### config.mk
export PLATFORM = sky130hd
export DESIGN_NAME = adcs_sequencer
export DESIGN_NICKNAME = d
export VERILOG_FILES = /design/src/adcs_pkg.sv /design/src/adcs_sequencer.sv
export SDC_FILE = /design/constraint.sdc
export NUM_CORES = 1
export LEC_CHECK = 0
export BUFFER_PORTS_ARGS = -buffer_cell sky130_fd_sc_hd__buf_2
export CAP_MARGIN = 20
export CORE_MARGIN = 2
export CORE_UTILIZATION = 45
export CTS_BUF_LIST = sky130_fd_sc_hd__clkbuf_4 sky130_fd_sc_hd__clkbuf_8 sky130_fd_sc_hd__clkbuf_16
export CTS_CLUSTER_DIAMETER = 100
export CTS_CLUSTER_SIZE = 25
export DETAILED_ROUTE_END_ITERATION = 16
export GPL_TIMING_DRIVEN = 1
export SYNTH_ARGS = -nofsm -noshare
export SYNTH_HDL_FRONTEND = slang
export SYNTH_SLANG_ARGS = --single-unit
### constraint.sdc
create_clock -name i_clk_sys -period 3.3 [get_ports i_clk_sys]
set_clock_uncertainty 0.2 [all_clocks]
set_input_delay 0.66 -clock i_clk_sys [delete_from_list [all_inputs] [get_ports i_clk_sys]]
set_output_delay 0.66 -clock i_clk_sys [all_outputs]
set_load 0.005 [all_outputs]
### src/adcs_pkg.sv
// Package of constants and types, plus the conversion clock divider
package adcs_pkg;

	// ------------------------------------------------------------
	// Register map (byte offsets on the plain register port)
	// ------------------------------------------------------------
	localparam logic [2:0] ADCS_OFF_CTRL_A  = 3'h0;
	localparam logic [2:0] ADCS_OFF_CTRL_B  = 3'h1;
	localparam logic [2:0] ADCS_OFF_CTRL_C  = 3'h2;
	localparam logic [2:0] ADCS_OFF_IRQ     = 3'h3;
	localparam logic [2:0] ADCS_OFF_RES_HI  = 3'h4;
	localparam logic [2:0] ADCS_OFF_RES_LO  = 3'h5;

	// conv_ctrl_a fields
	localparam int ADCS_A_CHAN_LSB  = 0;
	localparam int ADCS_A_POWER_BIT = 5;
	localparam int ADCS_A_BUSY_BIT  = 6;
	localparam int ADCS_A_START_BIT = 7;
	// conv_ctrl_b fields
	localparam int ADCS_B_DIV_LSB   = 0;
	localparam int ADCS_B_REFS_BIT  = 3;
	localparam int ADCS_B_TEMP_BIT  = 4;
	localparam int ADCS_B_FMT_BIT   = 7;
	// conv_ctrl_c fields
	localparam int ADCS_C_VSRC_BIT  = 0;
	localparam int ADCS_C_GAIN_BIT  = 1;
	localparam int ADCS_C_DESEL_BIT = 2;
	// irq register fields
	localparam int ADCS_I_GIE_BIT   = 0;
	localparam int ADCS_I_IE_BIT    = 1;
	localparam int ADCS_I_FLAG_BIT  = 2;

	// Reset values
	localparam logic [7:0] ADCS_RST_CTRL_A = 8'h00;
	localparam logic [7:0] ADCS_RST_CTRL_B = 8'h00;
	localparam logic [7:0] ADCS_RST_CTRL_C = 8'h04;

	// ------------------------------------------------------------
	// Conversion timing in conversion clock cycles
	// ------------------------------------------------------------
	localparam logic [5:0] ADCS_SAMPLE_EXT  = 6'h04;
	localparam logic [5:0] ADCS_CONV_BITS   = 6'h0C;
	localparam logic [5:0] ADCS_TEMP_TOTAL  = 6'h38;
	localparam logic [5:0] ADCS_SAMPLE_TEMP = 6'(ADCS_TEMP_TOTAL
		- ADCS_CONV_BITS);
	localparam int         ADCS_RES_W       = 12;
	localparam logic [3:0] ADCS_MSB_IDX     = 4'hB;

	// Reference source codes on the analog side
	localparam logic [1:0] ADCS_REF_SUPPLY = 2'h0;
	localparam logic [1:0] ADCS_REF_PIN    = 2'h1;
	localparam logic [1:0] ADCS_REF_SENSOR = 2'h2;

	// Divider width: largest ratio is 128
	localparam int ADCS_DIV_W = 7;

	typedef enum logic [1:0]
	{
		ADCS_IDLE   = 2'b00,
		ADCS_HOLD   = 2'b01,
		ADCS_SAMPLE = 2'b10,
		ADCS_CONV   = 2'b11
	} adcs_state_t;

endpackage

`timescale 1ns/1ps

// ----------------------------------------------------------------
// Conversion clock divider: one tick every 2**sel system clocks
// ----------------------------------------------------------------
module adcs_clk_div
	import adcs_pkg::*;
(
	input  wire logic       i_clk_sys,
	input  wire logic       i_resetn,
	input  wire logic       i_run,
	input  wire logic [2:0] i_sel,
	output logic            o_tick
);

	logic [ADCS_DIV_W-1:0] count;
	wire  [ADCS_DIV_W-1:0] mask = ADCS_DIV_W'((8'h01 << i_sel) - 8'h01);
	wire                   wrap = ((count & mask) == mask);

	// Counter restarts whenever not running so ticks align to the start
	always_ff @(posedge i_clk_sys or negedge i_resetn)
	begin
		if (!i_resetn)
		begin
			count  <= '0;
			o_tick <= 1'b0;
		end
		else
		begin
			count  <= (i_run && !wrap) ? count + 1'b1 : '0;
			o_tick <= i_run && wrap;
		end
	end

endmodule

### src/adcs_sequencer.sv
// Conversion sequencer and register file of the 12-bit SAR converter
//
// Overview of operation
// Conversion clock is system clock divided per conv_clock_div_sel.
// Converter powered only while conv_power_en is one.
// temp_sensor_sel low routes external channel input_channel_sel[2:0].
// temp_sensor_sel high with channel 1xxx routes temperature sensor.
// Reference chosen from sensor source, gain and ref_select bits.
// result_format_sel arranges 12-bit result over high and low bytes.
// Interrupt reaches processor only with global and local enables.
// Software starts a conversion by pulsing start high then low.
// Converter held in reset while start high; runs when it falls.
// Busy flag high during conversion, cleared on completion.
// After busy falls result registers hold the new result.
// In auto-conversion mode software must use the interrupt.
// Power bit cleared switches all converter circuits off.
// Result is 12-bit unsigned, full scale FFF, step ref/4096.
// Code transitions sit half a step low, top code 1.5 below.
// Software clears the flag after start, before enabling irqs.
// Writing 03H to ctrl_b picks divide-by-8 and supply reference.
// Writing 20H to ctrl_a powers converter on channel zero.
// External: 4 sample plus 12 convert clocks; sensor 56 total.
// Software waits a start-up delay after power enable.
// Flag sets as busy falls and stays until software clears.
// New start aborts running conversion; results kept until done.

`timescale 1ns/1ps

module adcs_sequencer
	import adcs_pkg::*;
(
	input  wire logic        i_clk_sys,
	input  wire logic        i_resetn,
	input  wire logic [2:0]  i_addr,
	input  wire logic [7:0]  i_wdata,
	input  wire logic        i_wr,
	input  wire logic        i_rd,
	input  wire logic        i_sar_cmp,
	output logic      [7:0]  o_rdata,
	output logic             o_power_en,
	output logic             o_conv_reset,
	output logic             o_sample,
	output logic      [2:0]  o_ain_sel,
	output logic             o_temp_route,
	output logic      [1:0]  o_ref_src,
	output logic             o_sensor_vsrc,
	output logic             o_ref_gain,
	output logic             o_half_lsb_offset,
	output logic      [11:0] o_dac_code,
	output logic             o_irq
);

	// ------------------------------------------------------------
	// Registers and state
	// ------------------------------------------------------------
	logic [3:0]            input_channel_sel;
	logic                  conv_power_en;
	logic                  start;
	logic [2:0]            conv_clock_div_sel;
	logic                  ref_select;
	logic                  temp_sensor_sel;
	logic                  result_format_sel;
	logic                  sensor_ref_source_sel;
	logic                  ref_gain_sel;
	logic                  sensor_ref_deselect;
	logic                  global_irq_en;
	logic                  conv_irq_en;
	logic                  conv_irq_flag;
	logic [ADCS_RES_W-1:0] result;
	logic [ADCS_RES_W-1:0] sar;
	logic [3:0]            bit_idx;
	logic [5:0]            phase_cnt;
	adcs_state_t           state;
	adcs_state_t           next_state;
	logic                  tick;

	// ------------------------------------------------------------
	// Decode
	// ------------------------------------------------------------
	function automatic logic hit(input logic [2:0] a, input logic [2:0] o);
		hit = (a == o);
	endfunction

	wire wr_a   = i_wr && hit(i_addr, ADCS_OFF_CTRL_A);
	wire wr_b   = i_wr && hit(i_addr, ADCS_OFF_CTRL_B);
	wire wr_c   = i_wr && hit(i_addr, ADCS_OFF_CTRL_C);
	wire wr_irq = i_wr && hit(i_addr, ADCS_OFF_IRQ);

	// Busy covers sampling and converting, not the held-in-reset phase
	wire conv_busy_flag = (state == ADCS_SAMPLE) || (state == ADCS_CONV);
	wire temp_conv      = temp_sensor_sel && input_channel_sel[3];
	wire [5:0] sample_last = 6'((temp_conv ? ADCS_SAMPLE_TEMP
		: ADCS_SAMPLE_EXT) - 6'h01);
	wire sample_done = (state == ADCS_SAMPLE) && tick
		&& (phase_cnt == sample_last);
	wire conv_done   = (state == ADCS_CONV) && tick
		&& (bit_idx == 4'h0);
	wire [ADCS_RES_W-1:0] trial_bit = ADCS_RES_W'(12'h001 << bit_idx);
	// Keep the trial bit when the comparator says input is at or above it
	wire [ADCS_RES_W-1:0] sar_kept  = i_sar_cmp ? sar
		: (sar & ~trial_bit);
	// Next trial code. The DAC port loads it on the same edge as sar, so
	// a tick every clock never judges against a stale trial code
	wire [ADCS_RES_W-1:0] next_sar =
		(state != ADCS_SAMPLE && state != ADCS_CONV) ? '0 :
		sample_done ? ADCS_RES_W'(12'h001 << ADCS_MSB_IDX) :
		(state == ADCS_CONV && tick && !conv_done)
			? (sar_kept | ADCS_RES_W'(12'h001 << (bit_idx - 4'h1)))
		: sar;

	// Result placement over the two bytes
	wire [7:0] res_hi = result_format_sel ? {4'h0, result[11:8]}
		: result[11:4];
	wire [7:0] res_lo = result_format_sel ? result[7:0]
		: {result[3:0], 4'h0};

	wire [7:0] ctrl_a_rd = {start, conv_busy_flag, conv_power_en,
		1'b0, input_channel_sel};
	wire [7:0] ctrl_b_rd = {result_format_sel, 2'h0, temp_sensor_sel,
		ref_select, conv_clock_div_sel};
	wire [7:0] ctrl_c_rd = {5'h00, sensor_ref_deselect, ref_gain_sel,
		sensor_ref_source_sel};
	wire [7:0] irq_rd    = {5'h00, conv_irq_flag, conv_irq_en,
		global_irq_en};

	wire [7:0] rd_mux =
		hit(i_addr, ADCS_OFF_CTRL_A) ? ctrl_a_rd :
		hit(i_addr, ADCS_OFF_CTRL_B) ? ctrl_b_rd :
		hit(i_addr, ADCS_OFF_CTRL_C) ? ctrl_c_rd :
		hit(i_addr, ADCS_OFF_IRQ)    ? irq_rd :
		hit(i_addr, ADCS_OFF_RES_HI) ? res_hi :
		hit(i_addr, ADCS_OFF_RES_LO) ? res_lo : 8'h00;

	// Reference source selection
	wire [1:0] ref_next = ref_select ? ADCS_REF_PIN :
		(!sensor_ref_deselect ? ADCS_REF_SENSOR
		: ADCS_REF_SUPPLY);

	// ------------------------------------------------------------
	// Conversion clock divider
	// ------------------------------------------------------------
	adcs_clk_div u_div
	(
		.i_clk_sys (i_clk_sys),
		.i_resetn  (i_resetn),
		.i_run     (conv_power_en && conv_busy_flag),
		.i_sel     (conv_clock_div_sel),
		.o_tick    (tick)
	);

	// ------------------------------------------------------------
	// Sequencer state machine
	// ------------------------------------------------------------
	// Start high wins unless power is off, so a restart aborts a running conversion
	always_comb
	begin
		next_state = state;
		unique case (state)
			ADCS_IDLE:   next_state = start ? ADCS_HOLD : ADCS_IDLE;
			ADCS_HOLD:   next_state = start ? ADCS_HOLD : ADCS_SAMPLE;
			ADCS_SAMPLE: next_state = start ? ADCS_HOLD
				: (sample_done ? ADCS_CONV : ADCS_SAMPLE);
			ADCS_CONV:   next_state = start ? ADCS_HOLD
				: (conv_done ? ADCS_IDLE : ADCS_CONV);
		endcase
		if (!conv_power_en)
			next_state = ADCS_IDLE;
	end

	always_ff @(posedge i_clk_sys or negedge i_resetn)
	begin
		if (!i_resetn)
			state <= ADCS_IDLE;
		else
			state <= next_state;
	end

	// Sample phase counter and successive approximation register
	always_ff @(posedge i_clk_sys or negedge i_resetn)
	begin
		if (!i_resetn)
		begin
			phase_cnt <= '0;
			bit_idx   <= ADCS_MSB_IDX;
			sar       <= '0;
		end
		else if (state != ADCS_SAMPLE && state != ADCS_CONV)
		begin
			phase_cnt <= '0;
			bit_idx   <= ADCS_MSB_IDX;
			sar       <= '0;
		end
		else if (sample_done)
		begin
			phase_cnt <= '0;
			sar       <= ADCS_RES_W'(12'h001 << ADCS_MSB_IDX);
		end
		else if (state == ADCS_SAMPLE && tick)
			phase_cnt <= phase_cnt + 6'h01;
		else if (state == ADCS_CONV && tick && !conv_done)
		begin
			bit_idx <= bit_idx - 4'h1;
			sar     <= sar_kept | ADCS_RES_W'(12'h001 << (bit_idx - 4'h1));
		end
	end

	// Result only changes on a completed conversion
	always_ff @(posedge i_clk_sys or negedge i_resetn)
	begin
		if (!i_resetn)
			result <= '0;
		else if (conv_done && !start && conv_power_en)
			result <= sar_kept;
	end

	// ------------------------------------------------------------
	// Control registers
	// ------------------------------------------------------------
	always_ff @(posedge i_clk_sys or negedge i_resetn)
	begin
		if (!i_resetn)
		begin
			input_channel_sel <= ADCS_RST_CTRL_A[3:0];
			conv_power_en     <= ADCS_RST_CTRL_A[ADCS_A_POWER_BIT];
			start             <= ADCS_RST_CTRL_A[ADCS_A_START_BIT];
		end
		else if (wr_a)
		begin
			input_channel_sel <= i_wdata[ADCS_A_CHAN_LSB +: 4];
			conv_power_en     <= i_wdata[ADCS_A_POWER_BIT];
			start             <= i_wdata[ADCS_A_START_BIT];
		end
	end

	always_ff @(posedge i_clk_sys or negedge i_resetn)
	begin
		if (!i_resetn)
		begin
			conv_clock_div_sel <= ADCS_RST_CTRL_B[2:0];
			ref_select         <= ADCS_RST_CTRL_B[ADCS_B_REFS_BIT];
			temp_sensor_sel    <= ADCS_RST_CTRL_B[ADCS_B_TEMP_BIT];
			result_format_sel  <= ADCS_RST_CTRL_B[ADCS_B_FMT_BIT];
		end
		else if (wr_b)
		begin
			conv_clock_div_sel <= i_wdata[ADCS_B_DIV_LSB +: 3];
			ref_select         <= i_wdata[ADCS_B_REFS_BIT];
			temp_sensor_sel    <= i_wdata[ADCS_B_TEMP_BIT];
			result_format_sel  <= i_wdata[ADCS_B_FMT_BIT];
		end
	end

	always_ff @(posedge i_clk_sys or negedge i_resetn)
	begin
		if (!i_resetn)
		begin
			sensor_ref_source_sel <= ADCS_RST_CTRL_C[ADCS_C_VSRC_BIT];
			ref_gain_sel          <= ADCS_RST_CTRL_C[ADCS_C_GAIN_BIT];
			sensor_ref_deselect   <= ADCS_RST_CTRL_C[ADCS_C_DESEL_BIT];
		end
		else if (wr_c)
		begin
			sensor_ref_source_sel <= i_wdata[ADCS_C_VSRC_BIT];
			ref_gain_sel          <= i_wdata[ADCS_C_GAIN_BIT];
			sensor_ref_deselect   <= i_wdata[ADCS_C_DESEL_BIT];
		end
	end

	// Completion sets the flag; a set in the clearing cycle wins
	always_ff @(posedge i_clk_sys or negedge i_resetn)
	begin
		if (!i_resetn)
		begin
			global_irq_en <= 1'b0;
			conv_irq_en   <= 1'b0;
			conv_irq_flag <= 1'b0;
		end
		else
		begin
			if (wr_irq)
			begin
				global_irq_en <= i_wdata[ADCS_I_GIE_BIT];
				conv_irq_en   <= i_wdata[ADCS_I_IE_BIT];
			end
			if (conv_done && !start && conv_power_en)
				conv_irq_flag <= 1'b1;
			else if (wr_irq)
				conv_irq_flag <= i_wdata[ADCS_I_FLAG_BIT];
		end
	end

	// ------------------------------------------------------------
	// Outputs, all registered
	// ------------------------------------------------------------
	// Analog controls except o_sample and o_dac_code follow the registers one cycle late, which is
	// harmless next to the microsecond settling of the analog side
	always_ff @(posedge i_clk_sys or negedge i_resetn)
	begin
		if (!i_resetn)
		begin
			o_rdata           <= 8'h00;
			o_power_en        <= 1'b0;
			o_conv_reset      <= 1'b1;
			o_sample          <= 1'b0;
			o_ain_sel         <= 3'h0;
			o_temp_route      <= 1'b0;
			o_ref_src         <= ADCS_REF_SUPPLY;
			o_sensor_vsrc     <= 1'b0;
			o_ref_gain        <= 1'b0;
			o_half_lsb_offset <= 1'b0;
			o_dac_code        <= '0;
			o_irq             <= 1'b0;
		end
		else
		begin
			o_rdata           <= i_rd ? rd_mux : 8'h00;
			o_power_en        <= conv_power_en;
			o_conv_reset      <= start || !conv_power_en;
			o_sample          <= (next_state == ADCS_SAMPLE);
			o_ain_sel         <= input_channel_sel[2:0];
			o_temp_route      <= temp_conv;
			o_ref_src         <= ref_next;
			o_sensor_vsrc     <= sensor_ref_source_sel;
			o_ref_gain        <= ref_gain_sel;
			o_half_lsb_offset <= conv_power_en;
			o_dac_code        <= next_sar;
			o_irq             <= conv_irq_flag && conv_irq_en
				&& global_irq_en;
		end
	end
endmodule

## After elaboration in Yosys (flattened, before gate mapping)

Index checks and enable logic that the tools add are counted.

- Register bits after elaboration: 94
- Output and inout bits: 33
- Word-level logic and storage cells: 127
- Bits of input ports: 16

- Shifts and indexed selects: 3
- $add $sub $neg: 5
- Multiplexer cells: 37
- Bitwise logic cells: 4
- Reductions and logical operators: 31
- Eq/ne operators: 16

Operator list:

| operator | number |
|---|---|
| two-way mux 12 bit | 7 |
| two-way mux 8 bit | 9 |
| two-way mux 6 bit | 4 |
| << shifter 1 x 4 -> 12 bit, first input constant | 2 |
| logical AND 1 bit | 18 |
| two-way mux 4 bit | 4 |
| two-way mux 2 bit | 7 |
| bitwise AND 12 bit | 1 |
| inverter 12 bit | 1 |
| OR 12 bit | 1 |
| case mux 2 bit (4 select lines) | 1 |
| adder 7 x 1 -> 7 bit, second input constant | 1 |
| bitwise AND 7 bit | 1 |
| equality test 7 bit | 1 |
| two-way mux 7 bit | 1 |
| << shifter 1 x 3 -> 7 bit, first input constant | 1 |
| subtractor 7 x 1 -> 7 bit, second input constant | 1 |
| adder 6 x 1 -> 6 bit, second input constant | 1 |
| equality test 2 bit, second input constant | 3 |
| equality test 3 x 2 -> 1 bit, second input constant | 2 |
| equality test 3 bit, second input constant | 2 |
| equality test 6 bit | 1 |
| subtractor 6 x 1 -> 6 bit, second input constant | 1 |
| zero test 1 bit | 4 |
| 14 further kinds | 21 |

## Logic depth before layout (Yosys ltp)

- Depth after elaboration: 10
- Mapped depth: 7
- Depth with buffers taken out: 6

## By module

From an unflattened synthesis, not the netlist that was laid out.

- Cell total of the unflattened synthesis: 409
- Area, all modules: 4453.0 um^2

By module, submodules not included:

| module | instances | seq. area each (um^2) | area each (um^2) | cells an instance |
|---|---|---|---|---|
| adcs_sequencer | 1 | 2158.3 | 4037.6 | 369 |
| adcs_clk_div | 1 | 200.2 | 415.4 | 40 |

## Least setup slack after synthesis

OpenSTA, ideal clock, no wires.

- Kind: register -> register
- Start point: register bit_idx[0]
- End point: register o_dac_code[0]
- Library setup time: 0.068 ns
- Path slack: 1.134 ns
- Path buffers: 1
- Required time: 3.032 ns
- Clock period less this slack: 2.166 ns
- Cell stages (with the launch flop): 7
- Arrival time: 1.898 ns
- Cell sequence: dfstp_2 -> inv_1 -> ha_1 -> buf_1 -> or4_4 -> a21oi_4 -> a32o_1

- Cells in the longest elaborated chain, start to end: 8
- Elaborated cells between the ends (all ways): 14
- Those cells by class: 1 x add/sub; 2 x shift; 4 x mux; 3 x bitwise; 4 x reduce/logical

Ends and longest elaborated chain:

| what | line | text |
|---|---|---|
| from (decl) | adcs_sequencer.sv:71 | `logic [3:0] bit_idx;` |
| from (signal assigned) | adcs_sequencer.sv:202 | `bit_idx <= bit_idx - 4'h1;` |
| branches (longest 5 deep; another with subtractor 4 x 1 -> 4 bit) | - |  |
| two-way mux 12 bit (*) | adcs_sequencer.sv:108 | `? (sar_kept \| ADCS_RES_W'(12'h001 << (bit_idx - 4'h1)))` |
| two-way mux 12 bit (*) | adcs_sequencer.sv:106 | `sample_done ? ADCS_RES_W'(12'h001 << ADCS_MSB_IDX) :` |
| two-way mux 12 bit (*) | adcs_sequencer.sv:105 | `(state != ADCS_SAMPLE && state != ADCS_CONV) ? '0 :` |
| named net next_sar[0] | adcs_sequencer.sv:104 | `wire [ADCS_RES_W-1:0] next_sar =` |
| to (signal assigned) | adcs_sequencer.sv:326 | `o_dac_code <= next_sar;` |
| to (decl) | adcs_sequencer.sv:49 | `output logic [11:0] o_dac_code,` |

Mark *: on every way through the listed nets, which the timed path passes.
A chain may end at the register's enable or synchronous reset.

## Worst setup path in the final report

- Start point: register bit_idx[0]
- End point: register result[1]

- Cells in the longest elaborated chain, start to end: 4
- Elaborated cells between the ends (all ways): 8
- Those cells by class: 1 x shift; 1 x mux; 2 x bitwise; 4 x reduce/logical

Ends and longest elaborated chain:

| what | line | text |
|---|---|---|
| << shifter 1 x 4 -> 12 bit or zero test 4 bit (tied branches) | adcs_sequencer.sv:98, adcs_sequencer.sv:97 |  |
| inverter 12 bit or logical AND 1 bit (tied branches) | adcs_sequencer.sv:101, adcs_sequencer.sv:97 |  |
| bitwise AND 12 bit or logical AND 1 bit (tied branches) | adcs_sequencer.sv:101, adcs_sequencer.sv:212 |  |
| two-way mux 12 bit or logical AND 1 bit (tied branches) | adcs_sequencer.sv:100, adcs_sequencer.sv:212 |  |
| to (signal assigned) | adcs_sequencer.sv:213 | `result <= sar_kept;` |
| to (decl) | adcs_sequencer.sv:69 | `logic [ADCS_RES_W-1:0] result;` |

Parallel ways exist; a longest one is shown, timed or not.

==> impl_results.md <==
- Mapped Cells: 409
- Area share of the leading cell type in the synthesized netlist: 50.0%
- Rel. slew slack: 50.1%
- Gr busiest metal: met2
- Die footprint: 0.0107 mm²
- Antenna Nets Post-Route: 0
- Most frequent cells after synthesis: dfrtp_1 (89), nand2_1 (38), o21ai_0 (25)
- Clock tree buffer depth: 2
- Critical Path RT: 3350 ps
- Peak VDD IR: 0.203 mV
- Synth Net Count: 432
- I/O Buffers: 47
- Post-route cell area: 0.00495 mm²
- Min-Delay Path Class: primary input to asynchronous set/reset pin
- Post-DP HPWL: 6630 µm
- CTS clk-pin slew, worst paths: 90 ps
- Max-cap violations: 0
- TritonRoute pass-1 iters: 4
- Starting Density: 46.0%
- RSZ-0062 raised after global routing: false
- Pwr/cell area: 463 mW/mm²
- Post-synth cell types: 60
- Number of I/O pins: 49
- Crit Path Max Fanout: 25
- ANT cells: 0
- Die W: 104 µm
- Async set or reset register ratio after synthesis: 100%
- Vias per cell: 5.55
- Nets: 471
- Global-route wire length before repair: 16200 µm
- DP Area: 0.00478 mm²
- Outcome: finished, final reports clean
- CP startpoint kind: flop
- Critical Path Sink Type: flop
- Initial antenna violation count: 0
- Number of synthesized flops with an enable pin: 0
- Postcts setup bufs: 0
- Maximum clock frequency: 391 MHz
- Min Clock Period, post-route: 2560 ps
- CTS root buf: clkbuf_8
- Final setup vio count: 0
- YS warnings: 0
- Critical path arrival: 2600 ps
- GRT met3 Usage: 4.78%
- Grt met2 use: 29.6%
- Setup TNS: 0 ps
- Tcrit/Tclk final: 77.6%
- Row count: 36
- Count of final max-slew check failures: 0
- Total grt overflow: 0
- Post-Route WL: 9470 µm
- Final total power: 2.30 mW
- Die height: 104 µm
- Placer Congestion: 0.770
- Sequential fraction of the synthesis area: 52.9%
- Top cell type by total area after synthesis: dfrtp_1
- PostCTS Resize Cnt: 0
- Skew-Pair Late Insertion Delay: 360 ps
- Synthesized area: 0.00446 mm²
- Area contributors post-synth: dfrtp_1 (50%), a32o_1 (5.2%), mux2_2 (4.8%)
- Area grow syn2layout: 11.2%
- Crit Path Class: flop to flop
- Remaining DRCs: 0
- Syn_area_per_cell: 10.9 µm²
- Gr usage total: 18.9%
- Core box area: 0.00968 mm²
- CTS Hold Bufs: 0
- Routed via count: 3255
- TritonCTS clock tree: done
- Leakage: 2.21 nW
- Layout cell share with drive strength beyond 1: 22.5%
- FF+latch count, synth: 94
- Most common cell in the netlist: dfrtp_1
- Vias in the first global route: 3108
- Met1 usage: 26.4%
- Main synth FF type: dfrtp_1
- CTS Buf Count: 9
- WL/cell: 16.2 µm
- Htree depth: 3
- Largest net degree at the start of global routing: 47
- CTS Sinks: 94
- Iter 0 DRT Violations: 145
- Final hold viol count: 0
- Worst-margin pin slew: 749 ps
==> through the flow <==
step	cells	setup slack [ps]	utilization [%]	hold WS [ps]
after global routing	586	440	51.2	112
after detailed placement	570	778	49.4	179
after global placement	570	813	49.4	177
final	586	741	51.2	80.2
after CTS	586	726	51.2	93.3
after floorplan	409	1130	-	164
==> kinds of logic (layout without fill, tap and decap cells) <==
group                    count (synthesis)  count (layout)  share of synthesized area (%)
AO/OA/AOI/OAI                          114             114                           19.4
XOR/XNOR                                 9               9                           1.77
adder cells (fa/ha/maj)                  7               7                           1.97
buffers and inverters                   43              87                           4.21
flip-flops                              94              94                           52.9
multiplexers                            21              21                           5.25
AND/OR/NAND/NOR                        121             121                           14.5
==> placed cells by master (no fill, tap or decap), types with 10 or more instances in the layout <==
| master | n |
|---|---|
| dfrtp_1 | 89 |
| buf_2 | 46 |
| nand2_1 | 38 |
| o21ai_0 | 25 |
| a32o_1 | 23 |
| nor2_1 | 21 |
| inv_1 | 19 |
| mux2_2 | 19 |
| a211oi_1 | 10 |
| nor2b_1 | 10 |
| o31ai_1 | 10 |
==> per-layer routing <==
metal	vias to the layer above	part of all wire (%)
li1	1579	-
met1	1602	49
met2	65	47
met3	9	3.3
met4	0	1.3
met5	-	0
==> sequential cells by signal (all words and copies together), names as in the netlist, 4 cells and up <==
signal and count:
o_rdata 8, result 12, input_channel_sel 4, u_div.count 7, phase_cnt 6, bit_idx 4, sar 12, o_dac_code 12
==> power by group <==
part | internal, mW | switching [mW] | total [mW]
logic | 0.129 | 0.146 | 0.275
registers | 1.24 | 0.0786 | 1.32
clock network | 0.293 | 0.406 | 0.699
==> worst paths after layout <==
path,startpoint,endpoint,slack (ps),cells past startpoint
hold / removal,i_resetn,o_ref_src[0],80,1
setup / recovery,bit_idx[0],result[1],740,5
setup reg to reg,bit_idx[0],result[1],740,5
min in group i_clk_sys,input_channel_sel[2],o_ain_sel[2],200,0
max in group asynchronous,i_resetn,bit_idx[1],2000,2
hold reg to reg,input_channel_sel[2],o_ain_sel[2],200,0
==> layout make-up <==
type	instances	area, µm²
Fill cell	904	4730
Sequential cell	94	2360
Multi-Input combinational cell	272	1910
Timing Repair Buffer	52	275
Tap cell	133	166
Clock buffer	11	139
Inverter	19	71.3
Clock inverter	5	35.0
==> worst max-delay path, cell delays in order (launching register included) <==
cell	delay (ps)
dfstp_2	410
inv_1	110
ha_1	360
nor3b_2	380
nand4b_2	540
o31ai_1	440
Note: power is estimated with default switching activity, not from simulation.
